**src/include/fmove_pkg.sv**
```systemverilog
// Constants and types for the file move instruction decoder
`default_nettype none
package fmove_pkg;
    localparam int unsigned INSN_W = 14;
    localparam int unsigned DATA_W = 8;
    localparam int unsigned ADDR_W = 7;
    localparam int unsigned DEST_BIT = 7;
    localparam int unsigned MOVE_OP_MSB = 13;
    localparam int unsigned MOVE_OP_LSB = 8;
    localparam logic [5:0] MOVE_FILE_OPCODE = 6'h08;
    localparam int unsigned STORE_OP_MSB = 13;
    localparam int unsigned STORE_OP_LSB = 7;
    localparam logic [6:0] STORE_WORKING_OPCODE = 7'h01;
    localparam logic [13:0] IDLE_MASK = 14'h3f9f;
    localparam logic [13:0] IDLE_CODE = 14'h0000;
    localparam logic [7:0] WORKING_RESET = 8'h00;
    localparam logic ZERO_RESET = 1'b0;
    typedef enum logic [1:0] {
        OP_NONE = 2'b00,
        OP_MOVE = 2'b01,
        OP_STORE = 2'b11,
        OP_IDLE = 2'b10
    } op_kind_t;
endpackage : fmove_pkg
`default_nettype wire

```
**src/fmove_classify.sv**
```systemverilog
// Opcode classifier for the three handled instructions
`default_nettype none
module fmove_classify (
    // Instruction word
    input wire logic [13:0] insn_in,
    // Decoded class
    output fmove_pkg::op_kind_t kind_out
);
    always_comb begin
        if (insn_in[fmove_pkg::MOVE_OP_MSB:fmove_pkg::MOVE_OP_LSB]
                == fmove_pkg::MOVE_FILE_OPCODE) begin
            kind_out = fmove_pkg::OP_MOVE;
        end else if (insn_in[fmove_pkg::STORE_OP_MSB:fmove_pkg::STORE_OP_LSB]
                == fmove_pkg::STORE_WORKING_OPCODE) begin
            kind_out = fmove_pkg::OP_STORE;
        end else if ((insn_in & fmove_pkg::IDLE_MASK)
                == fmove_pkg::IDLE_CODE) begin
            kind_out = fmove_pkg::OP_IDLE;
        end else begin
            kind_out = fmove_pkg::OP_NONE;
        end
    end
endmodule : fmove_classify
`default_nettype wire

```
**src/file_move_instruction_decode.sv**
```systemverilog
// Decode and execute of move file, store working and idle instructions
`default_nettype none
module file_move_instruction_decode #(
    parameter int unsigned DATA_W = fmove_pkg::DATA_W,
    parameter int unsigned ADDR_W = fmove_pkg::ADDR_W
) (
    // Clock and reset
    input wire logic clk_in,
    input wire logic rst_n_in,
    // Instruction issue, one word per cycle while valid
    input wire logic insn_valid_in,
    input wire logic [13:0] insn_in,
    // File register read port, combinational
    output logic [ADDR_W-1:0] file_raddr_out,
    input wire logic [DATA_W-1:0] file_rdata_in,
    // File register write port
    output logic file_we_out,
    output logic [ADDR_W-1:0] file_waddr_out,
    output logic [DATA_W-1:0] file_wdata_out,
    // Core state
    output logic [DATA_W-1:0] working_out,
    output logic zero_flag_out,
    // Decode status
    output logic handled_out
);
    // Decoded class of the word on the bus
    fmove_pkg::op_kind_t kind;

    // Instruction fields
    logic dest_file;
    logic [ADDR_W-1:0] addr;

    // Decode strobes, each gated by valid
    logic go;
    logic move_go;
    logic move_to_w;
    logic move_to_f;
    logic store_go;
    logic idle_go;
    logic write_go;

    // Zero detect of the read data
    logic [DATA_W:0] any_set;
    logic read_zero;

    // Core state
    logic [DATA_W-1:0] working_r;
    logic zero_r;

    // Write port registers
    logic we_r;
    logic [ADDR_W-1:0] waddr_r;
    logic [DATA_W-1:0] wdata_r;

    // Source of the next write data
    logic [DATA_W-1:0] wsrc;

    fmove_classify u_classify (
        .insn_in(insn_in),
        .kind_out(kind)
    );

    // Field split
    assign dest_file = insn_in[fmove_pkg::DEST_BIT];
    assign addr = insn_in[ADDR_W-1:0];

    // Strobes
    assign go = insn_valid_in;
    assign move_go = go && (kind == fmove_pkg::OP_MOVE);
    assign move_to_w = move_go && !dest_file;
    assign move_to_f = move_go && dest_file;
    assign store_go = go && (kind == fmove_pkg::OP_STORE);
    assign idle_go = go && (kind == fmove_pkg::OP_IDLE);
    assign write_go = move_to_f || store_go;

    // Read port follows the file field
    assign file_raddr_out = addr;

    // One of the three handled instructions
    assign handled_out = move_go || store_go || idle_go;

    // Zero detect, one OR stage per data bit
    assign any_set[0] = 1'b0;
    for (genvar b = 0; b < DATA_W; b++) begin : g_zero
        assign any_set[b+1] = any_set[b] | file_rdata_in[b];
    end
    assign read_zero = !any_set[DATA_W];

    // Write data: file value on write back, working register on store
    always_comb begin
        wsrc = file_rdata_in;
        if (store_go) begin
            wsrc = working_r;
        end
    end

    // Working register, loaded only by a move to working
    always_ff @(posedge clk_in or negedge rst_n_in) begin
        if (!rst_n_in) begin
            working_r <= fmove_pkg::WORKING_RESET;
        end else if (move_to_w) begin
            working_r <= file_rdata_in;
        end
    end

    // Zero flag, touched by move file only
    always_ff @(posedge clk_in or negedge rst_n_in) begin
        if (!rst_n_in) begin
            zero_r <= fmove_pkg::ZERO_RESET;
        end else if (move_go) begin
            zero_r <= read_zero;
        end
    end

    // Write strobe, one cycle per writing instruction
    always_ff @(posedge clk_in or negedge rst_n_in) begin
        if (!rst_n_in) begin
            we_r <= 1'b0;
        end else begin
            we_r <= write_go;
        end
    end

    // Write address, held between writes
    always_ff @(posedge clk_in or negedge rst_n_in) begin
        if (!rst_n_in) begin
            waddr_r <= '0;
        end else if (write_go) begin
            waddr_r <= addr;
        end
    end

    // Write data, held between writes
    always_ff @(posedge clk_in or negedge rst_n_in) begin
        if (!rst_n_in) begin
            wdata_r <= '0;
        end else if (write_go) begin
            wdata_r <= wsrc;
        end
    end

    // Outputs
    assign file_we_out = we_r;
    assign file_waddr_out = waddr_r;
    assign file_wdata_out = wdata_r;
    assign working_out = working_r;
    assign zero_flag_out = zero_r;
endmodule : file_move_instruction_decode
`default_nettype wire

```
**config.mk**
```make
export PLATFORM = sky130hd
export DESIGN_NAME = file_move_instruction_decode
export DESIGN_NICKNAME = d
export VERILOG_FILES = /design/src/include/fmove_pkg.sv /design/src/fmove_classify.sv /design/src/file_move_instruction_decode.sv
export SDC_FILE = /design/constraint.sdc
export NUM_CORES = 1
export LEC_CHECK = 0
export BUFFER_PORTS_ARGS = -buffer_cell sky130_fd_sc_hd__buf_2
export CAP_MARGIN = 20
export CORE_ASPECT_RATIO = 0.6
export CORE_MARGIN = 5
export CORE_UTILIZATION = 27
export CTS_CLUSTER_SIZE = 10
export DETAILED_ROUTE_END_ITERATION = 10
export SETUP_SLACK_MARGIN = 0.3
export SLEW_MARGIN = 20
export SYNTH_ARGS = -nofsm -noshare
export SYNTH_HDL_FRONTEND = slang
export SYNTH_SLANG_ARGS = --single-unit
export TNS_END_PERCENT = 100
```
**constraint.sdc**
```tcl
create_clock -name clk_in -period 1.3 [get_ports clk_in]
set_input_delay 0.065 -clock clk_in [delete_from_list [all_inputs] [get_ports clk_in]]
set_output_delay 0.065 -clock clk_in [all_outputs]
set_load 0.1 [all_outputs]
```
# ---- Yosys cells after proc, flatten, opt, wreduce, memory -nomap -nowiden
# Cells that the tools add are included.
dict set report word_totals {
  regBits 25
  input_bits 25
  output_inout_bits 33
  wordCells 32
}
dict set report op_classes {
  eq_ne 5
  n_mux 4
  n_bitwise 7
  n_reduce_logical 11
}
# op n
set ops {}
lappend ops {{$logic_not 14->1} 1}
lappend ops {{$mux 8} 1}
lappend ops {{$eq 7x1->1 const B} 1}
lappend ops {{$or 1x1->1} 7}
lappend ops {{$eq 6x4->1 const B} 1}
lappend ops {{$mux 2} 3}
lappend ops {{$logic_and 1x1->1} 5}
lappend ops {{$eq 2x2->1 const B} 2}
lappend ops {{$logic_or 1x1->1} 3}
lappend ops {{$eq 2x1->1 const B} 1}
lappend ops {{$logic_not 1->1} 2}

# ---- Logic depth before layout (Yosys ltp)
# Gate-level depths: netlist (run 1).
dict set report depth {
  depth_word 8
  depth_mapped 5
}

# ---- Modules after synthesis
# A second synthesis (run 1) with hierarchy kept.
dict set report unflattened {
  hier_cells 94
  area_unflattened_um2 1137.3
}
# mod n_inst cells_each area_each_um2 seq_area_each_um2
set by_module_without_submodules {}
lappend by_module_without_submodules {file_move_instruction_decode 1 87 1091.0 625.6}
lappend by_module_without_submodules {fmove_classify 1 7 46.3 0.0}

# ---- Least setup slack after synthesis (run 1)
# Ideal clock, no wire load.
dict set report synth_path {
  path_type {input to output}
  startpoint {input port insn_in[13]}
  endpoint {output port handled_out}
  t_arrival_ps 3815
  t_required_ps 1235
  path_slack_ps -2580
  cell_stages 3
  path_buffers 1
  path_cell_list {or4_1 buf_2 nor4b_1}
}
dict set report synth_via {
  elab_chain_len 8
}
# item line
set synth_lines {}
lappend synth_lines {{start, declared} file_move_instruction_decode.sv:12} ;# input wire logic [13:0] insn_in,
lappend synth_lines {{$logic_not 14->1} fmove_classify.sv:16} ;# end else if ((insn_in & fmove_pkg::IDLE_MASK)
lappend synth_lines {{$mux 2} fmove_classify.sv:16}
lappend synth_lines {{$mux 2} fmove_classify.sv:13} ;# end else if (insn_in[fmove_pkg::STORE_OP_MSB:fmove_pkg::STORE_OP_LSB]
lappend synth_lines {{$mux 2 (*)} fmove_classify.sv:10} ;# if (insn_in[fmove_pkg::MOVE_OP_MSB:fmove_pkg::MOVE_OP_LSB]
lappend synth_lines {{$eq 2x1->1 or $eq 2x2->1 (tied branches)} {file_move_instruction_decode.sv:69, file_move_instruction_decode.sv:72}}
lappend synth_lines {{$logic_and 1x1->1 (on tied branches)} {file_move_instruction_decode.sv:69, file_move_instruction_decode.sv:72}}
lappend synth_lines {{$logic_or 1x1->1} file_move_instruction_decode.sv:80} ;# assign handled_out = move_go || store_go || idle_go;
lappend synth_lines {{$logic_or 1x1->1 (*)} file_move_instruction_decode.sv:80}
lappend synth_lines {{end, declared} file_move_instruction_decode.sv:24} ;# output logic handled_out
# Mark *: on every way between the ends. The rest lies on a longest branch, timed or not.

# ---- Worst setup path in the final report (run 1)
dict set report layout_path {
  startpoint {input port insn_in[13]}
  endpoint {register working_r[1] (netlist: working_out[1])}
}
dict set report layout_via {
  elab_chain_len 7
}
# item line
set layout_lines {}
lappend layout_lines {{$logic_not 14->1} fmove_classify.sv:16}
lappend layout_lines {{$mux 2} fmove_classify.sv:16}
lappend layout_lines {{$mux 2} fmove_classify.sv:13}
lappend layout_lines {{$mux 2 (*)} fmove_classify.sv:10}
lappend layout_lines {{$eq 2x1->1 (*)} file_move_instruction_decode.sv:69} ;# assign move_go = go && (kind == fmove_pkg::OP_MOVE);
lappend layout_lines {{$logic_and 1x1->1 (*)} file_move_instruction_decode.sv:69}
lappend layout_lines {{$logic_and 1x1->1 (*)} file_move_instruction_decode.sv:70} ;# assign move_to_w = move_go && !dest_file;
lappend layout_lines {{end signal, assigned} file_move_instruction_decode.sv:100} ;# working_r <= fmove_pkg::WORKING_RESET;
lappend layout_lines {{end signal, assigned} file_move_instruction_decode.sv:102} ;# working_r <= file_rdata_in;
lappend layout_lines {{end, declared} file_move_instruction_decode.sv:47} ;# logic [DATA_W-1:0] working_r;
# Marked as above.
# A chain may end at the register's enable or synchronous reset.

==> flow_summary.ini, run 1 <==
[global_route]
grt_pass1_vias = 975
grt_usage_pct = 11.65
use_met3_pct = 4.518
grt_max_degree = 26
grt_pass1_wl_um = 5168
globalRouteMet2Util_pct = 19.47
antenna_found_initial = 0
gr-usage-met1_pct = 14.55
grt_busiest_layer = met2
gr-total-overflow = 0

[setup_path]
worstPathMaxFanout = 8
ff2ff_path_depth = 2
cp_data_required_time_ps = 1460
path_class = primary input to flop
end_kind = flop
timing.rr.end = file_wdata_out[7]
cp.arrival_ps = 1630
start_kind = primary input
ff2ff_setup_slack_ps = 210
timing.rr.start = working_out[7]

[run_status]
status = complete, but fails checks
failed_checks = setup timing

[min_path]
hold_end = file_waddr_out[5]
min_from = insn_in[5]
hold_class = primary input to flop
holdPathStages = 2

[synthesis]
synthAdderAreaFrac_pct = 0
synth_fp_nets = 106
netlist_top_cells_area = dfrtp_1 (53%), mux2_2 (22%), mux2_4 (10%), buf_4 (4.4%), clkbuf_8 (1.2%)
yosysTopAreaCellShare_pct = 52.74
yosysWarnings = 0
syn-cell-area_um2 = 1186
synthSimpleGateAreaFrac_pct = 5.907
synth-seq-cells = 25
synthXorXnorAreaFrac_pct = 0
synthMuxAreaShare_pct = 31.96
synth.distinct_cells = 19
synth-compound-area-share_pct = 2.004
synth_cells = 81
synth_area_leader_cell = dfrtp_1
synth_top_family_by_area = multiplexers
postSynthAreaPerCell_um2 = 14.64
seq_area_frac_synth_pct = 52.74

[floorplanning]
die_width_um = 95.57
ioPinCount = 58
rows = 18
die-area_um2 = 5862
die_h_um = 61.34
core-area_um2 = 4167
start_util_pct = 28.47

[route]
first_pass_iters = 2
num_vias = 878
wl_um = 3151
ant_nets = 0
drt_iter0_drc = 6
drc = 0
post_drt_via_cell_ratio = 4.390
wl_per_cell_um = 15.76

[layout]
final_cell_area_um2 = 1873
drive_gt1_share_pct = 80.00
syn_to_final_growth_pct = 57.91
final_nets = 166
layoutNonFillerInstCount = 200
final_common_cell = buf_2
final_cell_mix = buf_2 (30), mux2_2 (23), buf_6 (20)
n_antenna_cell = 0

[timing]
fin_crit_ps = 1476
relSlewSlack_pct = 62.50
final.setup.tns_ps = -2845
hold_ws_ps = 43.86
worst_slew_pin_slew_ps = 562.6
setup_violations = 24
rsz0062_at_grt = true
timing.final.max_slew_violations = 0
final_hold_viol_count = 0
max_freq_mhz = 677.4
setup_slack_ps = -176.2
clock_skew_ps = 0.4020
period_share_pct = 113.6

[placement]
gp_congestion = 0.7352
placed_cells = 192
place_hpwl_um = 2333
io_buffer_count = 57
postPlaceCellArea_um2 = 1551

[power]
power_leakage_nw = 0.9206
p_per_area_nw_per_um2 = 1288
irDropWorstVdd_mv = 0.4031
power_mw = 2.413

[clock_network]
clock_path_buffers = 2
clk_latency_ps = 260
clkSlewWorstSetupHoldPaths_ps = 80
clock_sinks = 25
numCtsBuffers = 3
h-tree-depth = 1
clockRootBuffer = clkbuf_8
cts_tree = yes

[job]
drv_cap = 0
## sequential cells by signal, indices dropped and copies added, names as in the netlist
register and flops:
working_out 8, file_wdata_out 8, zero_flag_out 1, file_waddr_out 7
file_we_out 1
## routing by layer
| metal | share of wire [%] | vias up |
|---|---|---|
| met1 | 43 | 445 |
| li1 | - | 405 |
| met4 | 0 | 0 |
| met5 | 0 | - |
| met2 | 49 | 28 |
| met3 | 7.9 | 0 |
## cell usage after synthesis
library cell  number
dfrtp_1           25
o31ai_1            1
a211oi_1           1
nand2_1            2
buf_2              2
nor2_1             1
o41ai_1            1
buf_6              1
nand3b_1           1
clkbuf_8           1
or4_1              1
buf_4              7
nor2_2             1
mux2_2            23
or4_4              1
mux2_4             8
nor4b_1            1
nor4_1             2
nor3_1             1
## what timing repair did
| item | CTS | global route |
|---|---|---|
| cloned | 1 | 0 |
| pin swaps | 1 | 0 |
| gates resized for setup | 45 | 17 |
| endpoints found under the hold margin | 25 | 0 |
| hold buffers | 1 | 0 |
| setup endpoints to repair | 51 | 41 |
| buffers inserted | 2 | 0 |
## cell families (layout without fill, tap and decap cells)
kind of cell,after synthesis,after routing
simple gates,11,11
compound gates,3,3
buf+inv,11,70
flops,25,25
mux,31,31
## worst max-delay path, stage by stage
cell and delay [ps]:
buf_6 90, or4_4 530, or4_4 610, mux2_4 330
## power by group
group	switching (mW)	internal [mW]	leakage [nW]
clock	0.240	0.219	0.0228
combinational	0.749	0.291	0.570
sequential	0.0608	0.852	0.328
## worst max-delay path by stage
stage,slack (ps),end,cells after the start,from
2_1_floorplan,-530,handled_out,3,insn_in[13]
3_3_place_gp,-440,working_out[3],4,insn_in[13]
6_report,-180,working_out[1],4,insn_in[13]
3_5_place_dp,-480,working_out[7],4,insn_in[13]
5_1_grt,-190,working_out[7],4,insn_in[13]
4_1_cts,-180,working_out[1],4,insn_in[13]
## final cells by class
type | instances | area (µm²)
fillers | 396 | 2293
flip-flops and latches | 25 | 634.4
repair buffers | 66 | 600.6
multi-input cells | 45 | 518.0
well taps | 60 | 75.07
clock buffers | 4 | 45.04
## metrics by stage
step	util (%)	setup slack [ps]
after floorplan	-	-530.9
after global placement	37.24	-442.6
after detailed placement	37.24	-479.7
after CTS	43.36	-180.7
after global routing	44.96	-187.4
final	44.96	-176.2
(Power assumes the default switching activity.)
==> inputs of run 2 (changes only) <==
clock period = 1.5 ns   (was 1.3 ns; I/O delays follow)
==> run 2 against run 1 <==
Compared with the run above:
- the run now ends clean
- global-route usage decreased by 0.69 points
- largest power group unchanged
- hold slack improved by 6.0 ps
- core utilization shrank 4.8 points
- critical path type unchanged
==> flow_summary.ini, run 2 (synthesis results as in run 1) <==
[run_status]
status = complete, no violations

[setup_path]
cp.arrival_ps = 1640
critPathMaxStageDelay_ps = 620
start_kind = primary input
slowest_stage = or4_4
cp_data_required_time_ps = 1660
cp_cell_sequence = buf_6 > or4_4 > or4_4 > mux2_4
ff2ff_path_depth = 2
cpMostUsedCell = or4_4
path_buf_inv = 1
worstPathMaxFanout = 8
timing.rr.start = working_out[2]
path_class = primary input to flop
ff2ff_setup_slack_ps = 440
critPathTopFamily = simple AND/OR/NAND/NOR gates
end_kind = flop
timing.rr.end = file_wdata_out[2]

[clock_network]
numCtsBuffers = 3
cts_tree = yes
clockRootBuffer = clkbuf_8
clkSlewWorstSetupHoldPaths_ps = 90
h-tree-depth = 1
clock_path_buffers = 2
clock_sinks = 25
clk_latency_ps = 270

[timing]
rsz0062_at_grt = true
max_freq_mhz = 673.1
final.setup.tns_ps = 0
timing.final.max_slew_violations = 0
clock_skew_ps = 1.942
relSlewSlack_pct = 63.40
setup_violations = 0
hold_ws_ps = 49.91
fin_crit_ps = 1486
setup_slack_ps = 14.38
final_hold_viol_count = 0
worst_slew_pin_slew_ps = 549.0
period_share_pct = 99.04

[min_path]
min_from = insn_in[5]
holdPathStages = 2
hold_class = primary input to flop
hold_end = file_waddr_out[5]

[layout]
final_common_cell = buf_2
syn_to_final_growth_pct = 41.14
final_nets = 164
num-fill-cells = 406
n_antenna_cell = 0
final_cell_mix = buf_2 (52), mux2_2 (23), dfrtp_1 (18)
final_cell_area_um2 = 1674
layoutNonFillerInstCount = 198
drive_gt1_share_pct = 78.99

[route]
drt_iter0_drc = 4
drc = 0
num_vias = 853
wl_um = 2990
wl_per_cell_um = 15.10
post_drt_via_cell_ratio = 4.308
first_pass_iters = 4
ant_nets = 0

[placement]
placed_cells = 191
io_buffer_count = 57
dp_worst_setup_slack_ps = -281.3
gp_congestion = 0.6907
place_hpwl_um = 2341
postPlaceCellArea_um2 = 1544

[global_route]
antenna_found_initial = 0
grt_pass1_vias = 938
grt_pass1_wl_um = 4788
grt_usage_pct = 10.95
gr-total-overflow = 0
grt_max_degree = 26

[floorplanning]
ioPinCount = 58
die_h_um = 61.34
die_width_um = 95.57
start_util_pct = 28.47
core-area_um2 = 4167
die-area_um2 = 5862
rows = 18

[job]
drv_cap = 0

[power]
power_leakage_nw = 0.8737
irDropWorstVdd_mv = 0.3867
p_per_area_nw_per_um2 = 1186
## run 2: cell count changes in the layout (fill, tap and decap cells not counted), moves of 2 or more
cell	delta
clkbuf_4	+2
buf_6	-19
buf_12	-2
buf_8	-2
buf_4	-3
buf_2	+22
## run 2: power breakdown
group / leakage, nW / internal [mW] / switching (mW)
Sequential: 0.328 / 0.738 / 0.0361
Clock: 0.0217 / 0.188 / 0.219
Combinational: 0.524 / 0.161 / 0.642
Total: 0.874 / 1.09 / 0.898
## run 2: area by class of cell
cell class | count | area, µm² | area share, %
sequential | 25 | 634.4 | 37.89
multi-input combinational | 45 | 496.7 | 29.67
timing repair buffer | 64 | 419.2 | 25.04
tap | 60 | 75.07 | 4.484
clock buffer | 3 | 41.29 | 2.466
clock inverter | 1 | 7.507 | 0.4484
## run 2: how the worst max path moves through the flow
stage	start	to	slack, ps	cells past startpoint
final	insn_in[13]	working_out[6]	10	4
after global routing	insn_in[13]	working_out[6]	2	4
after CTS	insn_in[13]	working_out[6]	20	4
after detailed placement	insn_in[13]	working_out[6]	-280	4
after global placement	insn_in[13]	working_out[3]	-250	4
after floorplan	insn_in[13]	handled_out	-350	3
## run 2: repair_timing
action | CTS | global route
resized for setup | 3 | 2
hold buffers | 1 | 0
buffers inserted | 1 | 0
gates cloned | 1 | 0
endpoints found under the setup margin | 25 | 26
hold endpoints to repair | 25 | 0
pin swaps | 1 | 0
## run 2: layer usage
metal / up-vias / track usage (%) / share of wire [%]
li1: 400 / - / -
met1: 425 / 13.65 / 46
met2: 26 / 18.28 / 47
met3: 2 / 3.541 / 6.8
met4: 0 / 3.644 / 0.84
met5: - / 0 / 0
## run 2: through the flow
stage	utilization (%)	total power, mW
final	40.18	1.985
after floorplan	-	1.442
after detailed placement	37.06	1.589
after global placement	37.06	1.580
after CTS	40.06	2.009
after global routing	40.18	2.062
==> inputs of run 3 (changes only) <==
ABC_AREA = 1   (was unset)
==> run 3 against run 2 <==
Compared with the run above:
- flip-flop and latch count did not move
- die area rose by 5.8%
- critical path depth fell by 3
- hold slack got worse by 43 ps
- routed wire length rose by 14%
- critical endpoint is now file_wdata_out[2]
- largest power group unchanged
==> flow_summary.ini, run 3 <==
[floorplanning]
die_width_um = 98.41
ioPinCount = 58
start_util_pct = 27.74
die_h_um = 63.05
rows = 19
die-area_um2 = 6204
core-area_um2 = 4564

[synthesis]
synth.most_common_cell = nand2_1
postSynthAreaPerCell_um2 = 7.537
yosysWarnings = 0
yosysTopAreaCellShare_pct = 49.41
synth_area_leader_cell = dfrtp_1
synth_fp_nets = 193
synth_edf_count = 0
ys_async_sr_fraction_pct = 100.0
synth.distinct_cells = 16
seq_area_frac_synth_pct = 49.41
syn-cell-area_um2 = 1266
synth_common_cells = nand2_1 (70), inv_1 (26), dfrtp_1 (25)
synth-seq-cells = 25
synth_cells = 168
netlist_top_cells_area = dfrtp_1 (49%), nand2_1 (21%), inv_1 (7.7%), nand3_1 (7.5%), buf_4 (5.3%)
yosys_most_used_dff = dfrtp_1

[timing]
final.setup.tns_ps = 0
fin_crit_ps = 1168
period_share_pct = 77.87
relSlewSlack_pct = 60.95
clock_skew_ps = 1.401
final_hold_viol_count = 0
timing.final.max_slew_violations = 0
rsz0062_at_grt = false
setup_violations = 0
max_freq_mhz = 856.1
worst_slew_pin_slew_ps = 585.8

[placement]
io_buffer_count = 57
gp_congestion = 0.7789
place_hpwl_um = 2719

[route]
wl_um = 3401
post_drt_via_cell_ratio = 4.140
first_pass_iters = 4
num_vias = 1180
ant_nets = 0
wl_per_cell_um = 11.93
drc = 0
drt_iter0_drc = 29

[clock_network]
h-tree-depth = 1
clk_latency_ps = 270
post-cts-setup-buffers = 0
clockRootBuffer = clkbuf_8
clock_sinks = 25
clkSlewWorstSetupHoldPaths_ps = 100
clock_path_buffers = 2
numCtsBuffers = 3
cts_tree = yes

[global_route]
grt_pass1_vias = 1205
grt_max_degree = 26
antenna_found_initial = 0
gr-total-overflow = 0
grt_usage_pct = 11.43
grt_pass1_wl_um = 5789

[power]
irDropWorstVdd_mv = 0.7180
p_per_area_nw_per_um2 = 1239
power_leakage_nw = 0.9950
power_mw = 2.068

[setup_path]
cp_cell_sequence = buf_2
path_depth = 1
path_buf_inv = 1
slowest_stage = buf_2
path_class = flop to primary output
end_kind = primary output
worstPathMaxFanout = 2
start_kind = flop
critPathMaxStageDelay_ps = 440
timing.rr.start = working_out[0]
cp.arrival_ps = 1090
cp_data_required_time_ps = 1420
critPathTopFamily = buffers and inverters
ff2ff_path_depth = 4
setup.worst_path.start = file_wdata_out[2]

[layout]
num-fill-cells = 507
final_nets = 248
final_cell_mix = nand2_1 (70), buf_2 (53), inv_1 (25)
syn_to_final_growth_pct = 31.82
n_antenna_cell = 0
final_common_cell = nand2_1
drive_gt1_share_pct = 36.49

[job]
drv_cap = 0

[min_path]
min_from = insn_in[6]
hold_class = primary input to flop
holdPathStages = 3

[run_status]
status = complete, no violations
## run 3: changes by cell type after synthesis, moves of 3 or more
cell,delta
inv_1,+26
mux2_2,-23
mux2_4,-8
nand2_1,+68
nand3_1,+19
nor2_1,+3
## run 3: routing by layer
| metal | wire length (µm) | global-route usage [%] | vias to the layer above |
|---|---|---|---|
| met5 | 0 | 0 | - |
| met4 | 0 | 1.022 | 0 |
| met3 | 249 | 3.679 | 0 |
| met2 | 1327 | 16.41 | 42 |
| met1 | 1824 | 17.19 | 532 |
| li1 | - | - | 606 |
## run 3: through the flow
step	util, %	setup WS, ps	area (µm²)	cells	hold slack (ps)
after global routing	36.57	300.3	1669	285	33.80
after floorplan	-	339.8	1280	168	-220.6
after CTS	36.40	318.5	1662	285	3.101
after global placement	35.12	285.4	1603	280	104.9
final	36.57	331.9	1669	285	7.400
after detailed placement	35.12	225.2	1603	280	114.1
## run 3: kinds of logic after synthesis
kind of cell           Yosys count  synth area share, %
AND/OR/NAND/NOR                103                35.87
buffers and inverters           38                13.93
flip-flops                      25                49.41
AO/OA/AOI/OAI                    2               0.7905
## run 3: worst paths after layout
check	endpoint	slack, ps
worst min-delay path	file_waddr_out[6]	7
max in group asynchronous	working_out[4]	750
worst max register to register	file_wdata_out[0]	700
worst max-delay path	file_wdata_out[2]	330
worst min register to register	file_waddr_out[5]	480
min in group asynchronous	working_out[3]	330
## run 3: power by group
group / total (mW) / switching, mW / internal, mW
clock network: 0.419 / 0.230 / 0.188
logic: 0.860 / 0.734 / 0.125
registers: 0.789 / 0.0426 / 0.747
## run 3: timing repair
action | in CTS | in global routing
setup endpoints to repair | 0 | 3
gates resized for setup | 0 | 3
hold endpoints to repair | 25 | 0
hold buffers | 1 | 0
## run 3: cell type report
| cell class | count | area (µm²) | share of cell area, % |
|---|---|---|---|
| timing repair buffer | 60 | 332.8 | 19.94 |
| multi-input combinational | 105 | 464.2 | 27.81 |
| sequential | 25 | 635.6 | 38.08 |
| tap | 63 | 78.83 | 4.723 |
| inverter | 28 | 108.9 | 6.522 |
| clock inverter | 1 | 7.507 | 0.4498 |
| clock buffer | 3 | 41.29 | 2.474 |
